$ cat src/pkg/sfalu_pkg.sv
// Package of the subtract-from datapath: opcodes, instruction field
// positions, flag positions, register offsets, reset values and carriers.
// Assumes instruction words arrive with big-endian bit 0 in bit 31.
`default_nettype none

package sfalu_pkg;

    // ********************************************************
    // Opcodes
    // ********************************************************
    localparam logic [5:0] SFALU_OP_XFORM  = 6'h1f;
    localparam logic [5:0] SFALU_OP_SUBFIC = 6'h08;
    localparam logic [8:0] SFALU_XO_SUBF   = 9'h028;
    localparam logic [8:0] SFALU_XO_SUBFC  = 9'h008;
    localparam logic [8:0] SFALU_XO_SUBFE  = 9'h088;
    localparam logic [8:0] SFALU_XO_SUBFME = 9'h0e8;

    // ********************************************************
    // Instruction field positions (little-endian index)
    // ********************************************************
    localparam int SFALU_POS_PRIM_LSB = 26;
    localparam int SFALU_POS_DEST_LSB = 21;
    localparam int SFALU_POS_OE       = 10;
    localparam int SFALU_POS_XO_LSB   = 1;
    localparam int SFALU_POS_RECORD   = 0;

    // ********************************************************
    // Flag positions and reset values
    // ********************************************************
    localparam int SFALU_FX_SUM     = 31;
    localparam int SFALU_FX_OVF     = 30;
    localparam int SFALU_FX_CARRY   = 29;
    localparam int SFALU_CF_LESS    = 3;
    localparam int SFALU_CF_GREATER = 2;
    localparam int SFALU_CF_EQUAL   = 1;
    localparam int SFALU_CF_SUM     = 0;
    localparam logic [31:0] SFALU_FX_RST  = 32'h0000_0000;
    localparam logic [31:0] SFALU_FX_MASK = 32'he000_0000;
    localparam logic [3:0]  SFALU_CF_RST  = 4'h0;

    // ********************************************************
    // Register port
    // ********************************************************
    localparam logic [7:0] SFALU_OFF_FX = 8'h00;
    localparam logic [7:0] SFALU_OFF_CF = 8'h04;

    typedef enum logic [2:0] {
        SFALU_K_NONE,
        SFALU_K_SUBF,
        SFALU_K_SUBFC,
        SFALU_K_SUBFE,
        SFALU_K_SUBFME,
        SFALU_K_SUBFIC
    } sfalu_kind_t;

    typedef struct packed {
        logic        valid;
        logic [31:0] instr;
        logic [31:0] src_a;
        logic [31:0] src_b;
    } sfalu_issue_t;

    typedef struct packed {
        logic        valid;
        logic [4:0]  dest;
        logic [31:0] data;
    } sfalu_wb_t;

endpackage

`default_nettype wire

$ cat src/design/sfalu_top.sv
// Subtract-from execution unit: decodes one issued instruction a cycle,
// writes the result back one cycle later and keeps the carry, overflow,
// summary-overflow and condition-field-zero flags.
// Assumes the decode stage supplies both source register values with the
// instruction word, and the register file takes the write-back.
`timescale 1ns/1ns
`default_nettype none

// Operation
// - subf writes second source plus inverted first source plus one.
// - subf is opcode 31, extended 40; carry flag untouched.
// - subfc is opcode 31, extended 8; same difference, updates carry.
// - carrying forms set carry on unsigned overflow past 32 bits, else clear.
// - subfe, extended 136, adds inverted first, second and carry.
// - subfme adds inverted first source, minus one and carry.
// - subfme is opcode 31, extended 232; second source field ignored.
// - nonzero reserved bits in subfme give no program exception.
// - subfic sign-extends 16-bit immediate, adds it plus one to inverted first.
// - subfic is primary 8; touches only destination and carry.
// - record bit set updates sign, zero and summary bits of condition field zero.
// - overflow-enable set updates overflow and summary; clear leaves both.
// - these subtracts never raise any exception.
module sfalu_top
    import sfalu_pkg::*;
(
    // Clock and reset
    input  wire logic         clk,
    input  wire logic         sys_rst,
    // Issue from decode
    input  wire sfalu_issue_t issue,
    // Write-back to register file
    output sfalu_wb_t         wb,
    output logic              program_exception,
    // Architected flags
    output logic [31:0]       fixed_point_exception_reg,
    output logic [3:0]        condition_field_zero,
    // Register port
    input  wire logic [7:0]   reg_addr,
    input  wire logic [31:0]  reg_wdata,
    input  wire logic         reg_wr,
    input  wire logic         reg_rd,
    output logic [31:0]       reg_rdata
);

    // ********************************************************
    // Decode
    // ********************************************************
    sfalu_kind_t dec_kind;
    logic        dec_oe;
    logic        dec_record;
    logic [5:0]  dec_prim;
    logic [8:0]  dec_xo;
    logic [4:0]  dec_dest;

    always_comb
    begin
        dec_prim = issue.instr[SFALU_POS_PRIM_LSB +: 6];
        dec_dest = issue.instr[SFALU_POS_DEST_LSB +: 5];
        dec_xo   = issue.instr[SFALU_POS_XO_LSB +: 9];
        dec_oe   = issue.instr[SFALU_POS_OE];
        dec_record = issue.instr[SFALU_POS_RECORD];
        dec_kind = SFALU_K_NONE;
        if (issue.valid && dec_prim == SFALU_OP_SUBFIC)
        begin
            dec_kind = SFALU_K_SUBFIC;
        end
        else if (issue.valid && dec_prim == SFALU_OP_XFORM)
        begin
            case (dec_xo)
                SFALU_XO_SUBF:   dec_kind = SFALU_K_SUBF;
                SFALU_XO_SUBFC:  dec_kind = SFALU_K_SUBFC;
                SFALU_XO_SUBFE:  dec_kind = SFALU_K_SUBFE;
                SFALU_XO_SUBFME: dec_kind = SFALU_K_SUBFME;
                default:         dec_kind = SFALU_K_NONE;
            endcase
        end
    end

    // ********************************************************
    // Operand selection and adder
    // ********************************************************
    logic [31:0] op_b;
    logic        op_cin;
    logic [31:0] add_sum;
    logic        add_cout;
    logic        add_ovf;
    logic        cur_carry;

    always_comb
    begin
        cur_carry = fixed_point_exception_reg[SFALU_FX_CARRY];
        op_b   = issue.src_b;
        op_cin = 1'b1;
        case (dec_kind)
            SFALU_K_SUBF, SFALU_K_SUBFC: op_b = issue.src_b;
            SFALU_K_SUBFE:
            begin
                op_b   = issue.src_b;
                op_cin = cur_carry;
            end
            SFALU_K_SUBFME:
            begin
                op_b   = 32'hffff_ffff;
                op_cin = cur_carry;
            end
            SFALU_K_SUBFIC: op_b = {{16{issue.instr[15]}}, issue.instr[15:0]};
            default:        op_b = issue.src_b;
        endcase
    end

    sfalu_adder #(
        .W   (32)
    ) u_adder (
        .a   (~issue.src_a),
        .b   (op_b),
        .cin (op_cin),
        .sum (add_sum),
        .cout(add_cout),
        .ovf (add_ovf)
    );

    // ********************************************************
    // Write-back
    // ********************************************************
    sfalu_wb_t next_wb;
    logic      next_program_exception;

    always_comb
    begin
        next_wb.valid = (dec_kind != SFALU_K_NONE);
        next_wb.dest  = dec_dest;
        next_wb.data  = add_sum;
        next_program_exception = 1'b0;
    end

    always_ff @(posedge clk or posedge sys_rst)
    begin
        if (sys_rst)
        begin
            wb                <= '0;
            program_exception <= 1'b0;
        end
        else
        begin
            wb                <= next_wb;
            program_exception <= next_program_exception;
        end
    end

    // ********************************************************
    // Flags
    // ********************************************************
    // Software writes apply first; an instruction's flag update in the
    // same cycle overrides the bits it touches, so no event is lost.
    logic [31:0] next_fx;
    logic [3:0]  next_cf;
    logic        is_reg_form;
    logic        new_so;

    always_comb
    begin
        next_fx = fixed_point_exception_reg;
        next_cf = condition_field_zero;
        if (reg_wr && reg_addr == SFALU_OFF_FX)
        begin
            next_fx = reg_wdata & SFALU_FX_MASK;
        end
        if (reg_wr && reg_addr == SFALU_OFF_CF)
        begin
            next_cf = reg_wdata[3:0];
        end
        is_reg_form = (dec_kind != SFALU_K_NONE)
                      && (dec_kind != SFALU_K_SUBFIC);
        if (dec_kind != SFALU_K_NONE && dec_kind != SFALU_K_SUBF)
        begin
            next_fx[SFALU_FX_CARRY] = add_cout;
        end
        if (is_reg_form && dec_oe)
        begin
            next_fx[SFALU_FX_OVF] = add_ovf;
            next_fx[SFALU_FX_SUM] = next_fx[SFALU_FX_SUM] | add_ovf;
        end
        new_so = next_fx[SFALU_FX_SUM];
        if (is_reg_form && dec_record)
        begin
            next_cf[SFALU_CF_LESS]    = add_sum[31];
            next_cf[SFALU_CF_GREATER] = !add_sum[31]
                                        && (add_sum != 32'h0000_0000);
            next_cf[SFALU_CF_EQUAL]   = (add_sum == 32'h0000_0000);
            next_cf[SFALU_CF_SUM]     = new_so;
        end
    end

    always_ff @(posedge clk or posedge sys_rst)
    begin
        if (sys_rst)
        begin
            fixed_point_exception_reg <= SFALU_FX_RST;
            condition_field_zero      <= SFALU_CF_RST;
        end
        else
        begin
            fixed_point_exception_reg <= next_fx;
            condition_field_zero      <= next_cf;
        end
    end

    // ********************************************************
    // Register read port
    // ********************************************************
    logic [31:0] next_reg_rdata;

    always_comb
    begin
        next_reg_rdata = 32'h0000_0000;
        if (reg_rd && reg_addr == SFALU_OFF_FX)
        begin
            next_reg_rdata = fixed_point_exception_reg;
        end
        else if (reg_rd && reg_addr == SFALU_OFF_CF)
        begin
            next_reg_rdata = {28'h000_0000, condition_field_zero};
        end
    end

    always_ff @(posedge clk or posedge sys_rst)
    begin
        if (sys_rst)
        begin
            reg_rdata <= 32'h0000_0000;
        end
        else
        begin
            reg_rdata <= next_reg_rdata;
        end
    end

    logic [31:0] p_a;
    logic [31:0] p_b;
    logic [31:0] p_imm;
    logic        p_carry;
    logic        p_oe;
    logic        p_record;

    always_comb
    begin
        p_a   = issue.src_a;
        p_b   = issue.src_b;
        p_imm = {{16{issue.instr[15]}}, issue.instr[15:0]};
        p_carry  = fixed_point_exception_reg[SFALU_FX_CARRY];
        p_oe     = dec_oe;
        p_record = dec_record;
    end
endmodule // sfalu_top

`default_nettype wire

$ cat src/design/sfalu_adder.sv
// Three-input adder with carry out and signed overflow.
// Purely combinational; the caller registers the outputs.
`timescale 1ns/1ns
`default_nettype none

module sfalu_adder #(
    parameter int W = 32
) (
    // Operands
    input  wire logic [W-1:0] a,
    input  wire logic [W-1:0] b,
    input  wire logic         cin,
    // Results
    output logic      [W-1:0] sum,
    output logic              cout,
    output logic              ovf
);

    always_comb
    begin
        {cout, sum} = {1'b0, a} + {1'b0, b} + {{W{1'b0}}, cin};
        ovf = (a[W-1] == b[W-1]) && (sum[W-1] != a[W-1]);
    end

endmodule // sfalu_adder

`default_nettype wire

$ cat config.mk
export PLATFORM = sky130hd
export DESIGN_NAME = sfalu_top
export DESIGN_NICKNAME = d
export VERILOG_FILES = /design/src/pkg/sfalu_pkg.sv /design/src/design/sfalu_top.sv /design/src/design/sfalu_adder.sv
export SDC_FILE = /design/constraint.sdc
export NUM_CORES = 1
export LEC_CHECK = 0
export CAP_MARGIN = 20
export CELL_PAD_IN_SITES_DETAIL_PLACEMENT = 1
export CELL_PAD_IN_SITES_GLOBAL_PLACEMENT = 1
export CORE_MARGIN = 2
export CORE_UTILIZATION = 49
export DETAILED_ROUTE_END_ITERATION = 7
export DONT_BUFFER_PORTS = 1
export PLACE_DENSITY_LB_ADDON = 0.1
export SLEW_MARGIN = 30
export SYNTH_ARGS = -nofsm -noshare
export SYNTH_HDL_FRONTEND = slang
export SYNTH_SLANG_ARGS = --single-unit
$ cat constraint.sdc
create_clock -name clk -period 10.5 [get_ports clk]
set_clock_uncertainty 0.15 [all_clocks]
set_input_delay 1.575 -clock clk [delete_from_list [all_inputs] [get_ports clk]]
set_output_delay 1.575 -clock clk [all_outputs]
set_load 0.005 [all_outputs]
# == Word level (Yosys, flattened, before mapping) ==
# Index checks and enable logic that the tools add are counted.
# totals
regBits,77
input_bits,141
out_inout_bits,107
elab_cells,59
# classes
addsub,2
eq_ne,14
n_mux,12
bitwise,2
reduce_logical,21
# op_table
cell,count
$mux 32,2
$pmux 32 s2,1
$add 32x32->33,1
$add 33x1->33,1
$logic_not 32->1,1
$not 32->32,1
$reduce_bool 32->1,1
$eq 9x8->1 const B,2
$logic_and 1x1->1,12
$mux 4,3
$pmux 3 s4,1
$eq 9x4->1 const B,1
$eq 9x6->1 const B,1
$eq 8x3->1 const B,1
$logic_not 8->1,1
$eq 3x3->1 const B,2
$eq 6x4->1 const B,1
$eq 6x5->1 const B,1
$mux 3,2
$reduce_bool 2->1,3
$eq 3x2->1 const B,1
$ne 3x1->1 const B,1
$ne 3x3->1 const B,1
$reduce_bool 3->1,1
other kinds (7),8

# == Depth between registers and ports, before layout ==
# depth
word_depth,13
mapped_depth,19
depth_no_buf,18

# == Modules after synthesis ==
# Synthesis repeated with hierarchy kept, for this count alone.
# hier_totals
cells_unflattened,498
area_unflattened_um2,4388.0
# by_module_without_submodules
module,instances,cells_per_inst,area_per_inst_um2,seq_area_each_um2
sfalu_top,1,259,2683.8,1301.2
sfalu_adder,1,239,1704.1,0.0

# == Worst setup path before layout ==
# OpenSTA, ideal clock, no wires.
# synth_timing
kind,in2reg
from,in issue[65] (netlist bit)
to,reg condition_field_zero[2]
setup_ns,0.119
arrival_ns,6.372
t_required_ns,10.231
setup_slack_ns,3.859
stages,19
path_buffers,1
cell_sequence,or4b_4 nor4_4 a41oi_1 nor3_1 clkbuf_1 o22a_1 fa_1 inv_1 fa_1 nand2b_1 a211oi_1 nor2_1 xnor2_1 or4b_1 nor4_2 and4b_1 nand4_1 or4b_1 and2_1
# synth_via
elab_chain_cells,11
elab_cells_between_ends,24
cone_classes,2 x add/sub; 8 x eq/ne; 6 x mux; 8 x reduce/logical
# synth_rtl
element,line,source
from (decl),sfalu_top.sv:30,"input wire sfalu_issue_t issue,"
"$eq 9x8->1, or another cell as far along",sfalu_top.sv:69,case (dec_xo)
$pmux 3 s4,sfalu_top.sv:69,
$mux 3,sfalu_top.sv:67,else if (issue.valid && dec_prim == SFALU_OP_XFORM)
$mux 3,sfalu_top.sv:63,if (issue.valid && dec_prim == SFALU_OP_SUBFIC)
$eq 3x3->1 or $eq 3x2->1 (tied branches),sfalu_top.sv:94,case (dec_kind)
$pmux 32 s2 or $reduce_or 2->1 (tied branches),-,
$add 32x32->33 or $mux 1 (tied branches),"sfalu_adder.sv:21, sfalu_top.sv:94",
$add 33x1->33 *,sfalu_adder.sv:21,"{cout, sum} = {1'b0, a} + {1'b0, b} + {{W{1'b0}}, cin};"
net add_sum[6],sfalu_top.sv:84,logic [31:0] add_sum;
$reduce_bool 32->1 *,sfalu_top.sv:188,&& (add_sum != 32'h0000_0000);
$logic_and 1x1->1 *,sfalu_top.sv:188,
$mux 4 *,sfalu_top.sv:184,if (is_reg_form && dec_record)
to (signal assigned),sfalu_top.sv:204,condition_field_zero <= next_cf;
to (decl),sfalu_top.sv:36,"output logic [3:0] condition_field_zero,"
# The timed path passes the listed nets; every way through them passes the cells marked *.
# A chain may end at the register's enable or synchronous reset.

# == Worst setup path after layout ==
# Same ends and word-level chain as after synthesis.

==> impl_metrics.json <==
{
  "outcome": "complete, no violations",
  "number_of_clock_buffers_inserted_by_tritoncts": 5,
  "antenna_found_initial": 0,
  "first_pass_iters": 4,
  "cts_resized": 0,
  "worst_slew_pin_slew_ns": 0.645,
  "wire_length_of_the_first_global_routing_pass_mm": 19.3,
  "yosysTopAreaCell": "sky130_fd_sc_hd__dfrtp_1",
  "dr_total_vias": 3619,
  "cts_tree": "done",
  "post-route-cell-area_um2": 4440,
  "yosysSeqAreaShare_pct": 29.3,
  "timing.final.crit_share_pct": 65.1,
  "synth_async_sr_flop_share_pct": 100,
  "place_congestion": 0.881,
  "min_from": "condition_field_zero[2]",
  "cp.arrival_ns": 6.89,
  "setup_viol": 0,
  "fp-row-count": 34,
  "power.density_nw_per_um2": 126,
  "worst-setup-path-type": "input port to register",
  "worstPathCellList": "or4b_4 -> nor4_4 -> a41oi_1 -> nor3_4 -> o22a_1 -> fa_1 -> inv_1 -> fa_1 -> nand2b_1 -> a211oi_1 -> nor2_1 -> xnor2_1 -> or4b_1 -> nor4_2 -> and4b_1 -> nand4_1 -> or4b_1 -> and2_1",
  "core_um2": 8760,
  "globalRouteTotalUtil_pct": 24.6,
  "detailedRoute.firstIterationViolations": 153,
  "clock_path_buffers": 2,
  "max_slew_margin_pct": 57.0,
  "setup-tns-final_ns": 0,
  "grt_max_degree": 53,
  "report.power.total_uw": 560,
  "critPathTopFamily": "simple AND/OR/NAND/NOR gates",
  "start_kind": "input port",
  "placement.cell_area_um2": 4320,
  "critPathMaxFanout": 16,
  "reg2reg_to": "condition_field_zero[2]",
  "fp.dieW_um": 99.1,
  "largest_reg_flops": 38,
  "boundaryPins": 248,
  "post-synth-top-area-fraction_pct": 29.3,
  "ff2ff_path_depth": 14,
  "antenna_cells_inserted": 0,
  "die_y_um": 99.1,
  "die_area_um2": 9830,
  "registers_with_the_most_flip_flops": "wb (38), reg_rdata (7), condition_field_zero (4)",
  "synth_register_bits": 52,
  "grt_overflow": 0,
  "drive_gt1_share_pct": 4.71,
  "syn-cell-area_um2": 4440,
  "final_util_pct": 50.7,
  "yosysWarnings": 0,
  "buffer_ports.inserted": 0,
  "worstSkewPairLatency_ns": 0.30,
  "fillers": 1079,
  "leakage_nw": 2.10,
  "fmax_mhz": 146,
  "finalHoldWorstSlack_ns": 0.394,
  "floorplan.initialDensity_pct": 50.6,
  "capture_endpoint_of_the_worst_hold_path": "reg_rdata[2]",
  "cts-htree-levels": 2,
  "detailedPlacementHpwl_mm": 10.2,
  "path_clk_slew_ns": 0.10,
  "first_global_vias": 3720,
  "syn-mean-instance-area_um2": 8.63,
  "synth_ff_type": "sky130_fd_sc_hd__dfrtp_1",
  "cp.buffers_inverters": 1,
  "detail_route.vias_per_cell": 5.86,
  "cts.root.buffer_cell": "sky130_fd_sc_hd__clkbuf_8",
  "cp_slowest_cell": "sky130_fd_sc_hd__or4b_1",
  "cts.sinks": 52,
  "worst_setup_path_end_kind": "register",
  "timing.final.max_slew_violations": 0,
  "number_of_enable_flip_flop_cells_after_synthesis": 0,
  "syn_inst": 514,
  "detail_route.wl_per_cell_um": 19.9,
  "worst_ep_required_time_ns": 10.55,
  "synth_cell_types": 68,
  "post_cts_setup_repair_buffer_count": 0,
  "finalHoldViolations": 0,
  "cts-hold-fix-buffers": 0,
  "setup.reg_to_reg.worst_slack_ns": 6.17,
  "finish.net_count": 683,
  "rsz_0062_raised_after_global_routing": "false",
  "worstHoldPathCells": 2,
  "finalWirelength_mm": 12.3,
  "cp_slowest_stage_delay_ns": 0.59,
  "post-route-drc-count": 0,
  "ir_drop_mv": 0.0472,
  "ys_top_cells_by_area": "sky130_fd_sc_hd__dfrtp_1 29%, sky130_fd_sc_hd__buf_4 9.6%, sky130_fd_sc_hd__ha_1 8.7%, sky130_fd_sc_hd__a21oi_1 4.5%, sky130_fd_sc_hd__o21a_1 3.7%",
  "top_register_by_number_of_flip_flops": "wb",
  "maxCapViolCount": 0,
  "antenna_left": 0,
  "fin_crit_ns": 6.84,
  "crit-reg2reg-launch": "fixed_point_exception_reg[29]",
  "hold_wc_path_type": "register to register",
  "synthesis_to_finish_area_growth_pct": 0.113
}
[layout by cell type, fill, tap and decap left out, types with 4 or more instances in the layout]
master                     count
sky130_fd_sc_hd__a211oi_1      6
sky130_fd_sc_hd__a21o_1       11
sky130_fd_sc_hd__a21oi_1      40
sky130_fd_sc_hd__and2_1       10
sky130_fd_sc_hd__clkbuf_8      5
sky130_fd_sc_hd__conb_1       55
sky130_fd_sc_hd__dfrtp_1      52
sky130_fd_sc_hd__ha_1         31
sky130_fd_sc_hd__inv_1        41
sky130_fd_sc_hd__mux2i_1       5
sky130_fd_sc_hd__nand2_1      34
sky130_fd_sc_hd__nand3_1       8
sky130_fd_sc_hd__nand4_1       7
sky130_fd_sc_hd__nor2_1       29
sky130_fd_sc_hd__nor2b_1       5
sky130_fd_sc_hd__nor3_1        7
sky130_fd_sc_hd__nor4_1        4
sky130_fd_sc_hd__o211ai_1      4
sky130_fd_sc_hd__o21a_1       22
sky130_fd_sc_hd__o21ai_0      14
sky130_fd_sc_hd__o21ai_1      10
sky130_fd_sc_hd__o22a_1       14
sky130_fd_sc_hd__or3_1         5
sky130_fd_sc_hd__xnor2_1      14
sky130_fd_sc_hd__xor2_1       11
[metrics by stage]
stage | cells | setup WS [ns]
after floorplan | 568 | 3.86
after global placement | 610 | 3.13
after detailed placement | 610 | 3.11
after CTS | 618 | 3.41
after global routing | 618 | 3.24
final | 618 | 3.66
[worst max path at each step]
stage	cells past startpoint	endpoint	start	slack [ns]
2_1_floorplan	19	condition_field_zero[2]	issue[65]	3.86
6_report	18	condition_field_zero[2]	issue[65]	3.66
3_3_place_gp	18	condition_field_zero[2]	issue[65]	3.13
4_1_cts	18	condition_field_zero[2]	issue[65]	3.41
5_1_grt	16	condition_field_zero[2]	issue[65]	3.24
3_5_place_dp	18	condition_field_zero[2]	issue[65]	3.11
[tightest hold or removal path: stages, from the launching register on]
cell	delay (ns)
sky130_fd_sc_hd__dfrtp_1	0.42
sky130_fd_sc_hd__inv_1	0.06
sky130_fd_sc_hd__nor2_1	0.04
[synthesized netlist by cell type (11+ instances only)]
cell type and count:
sky130_fd_sc_hd__buf_4 57, sky130_fd_sc_hd__a21o_1 11, sky130_fd_sc_hd__o22a_1 14, sky130_fd_sc_hd__inv_1 42, sky130_fd_sc_hd__xor2_1 11, sky130_fd_sc_hd__o21a_1 22, sky130_fd_sc_hd__nor2_1 29, sky130_fd_sc_hd__ha_1 31
sky130_fd_sc_hd__nand2_1 34, sky130_fd_sc_hd__a21oi_1 40, sky130_fd_sc_hd__o21ai_0 14, sky130_fd_sc_hd__dfrtp_1 52, sky130_fd_sc_hd__xnor2_1 14
[power by group]
group	internal (mW)	switching [mW]	total (mW)
Clock	0.0707	0.0699	0.141
Combinational	0.0635	0.107	0.170
Sequential	0.230	0.0188	0.249
[per-layer routing]
metal | vias to the layer above | part of all wire, % | track usage, % | routed length [µm]
met5 | - | 0 | 0 | 0
met4 | 0 | 1.4 | 5.90 | 170
met3 | 10 | 7.3 | 3.87 | 898
met2 | 162 | 50 | 43.4 | 6100
met1 | 1740 | 42 | 31.7 | 5100
li1 | 1707 | - | - | -
[cell families after synthesis]
group           Yosys count  synth area share (%)
compound gates          152                  23.6
simple gates            135                  16.9
buf+inv                 110                  14.1
flops                    52                  29.3
fa+ha+maj                33                  9.65
xor+xnor                 25                  4.94
mux                       6                  1.38
other cells               1                0.0845
[final cells by class]
cell class	count	area (µm²)	area share [%]
clock buffers	5	68.8	1.55
well taps	108	135	3.04
inverters	43	164	3.69
clock inverters	3	42.5	0.958
flip-flops and latches	52	1300	29.3
repair buffers	1	7.51	0.169
multi-input cells	406	2720	61.3
(Power assumes the default switching activity.)
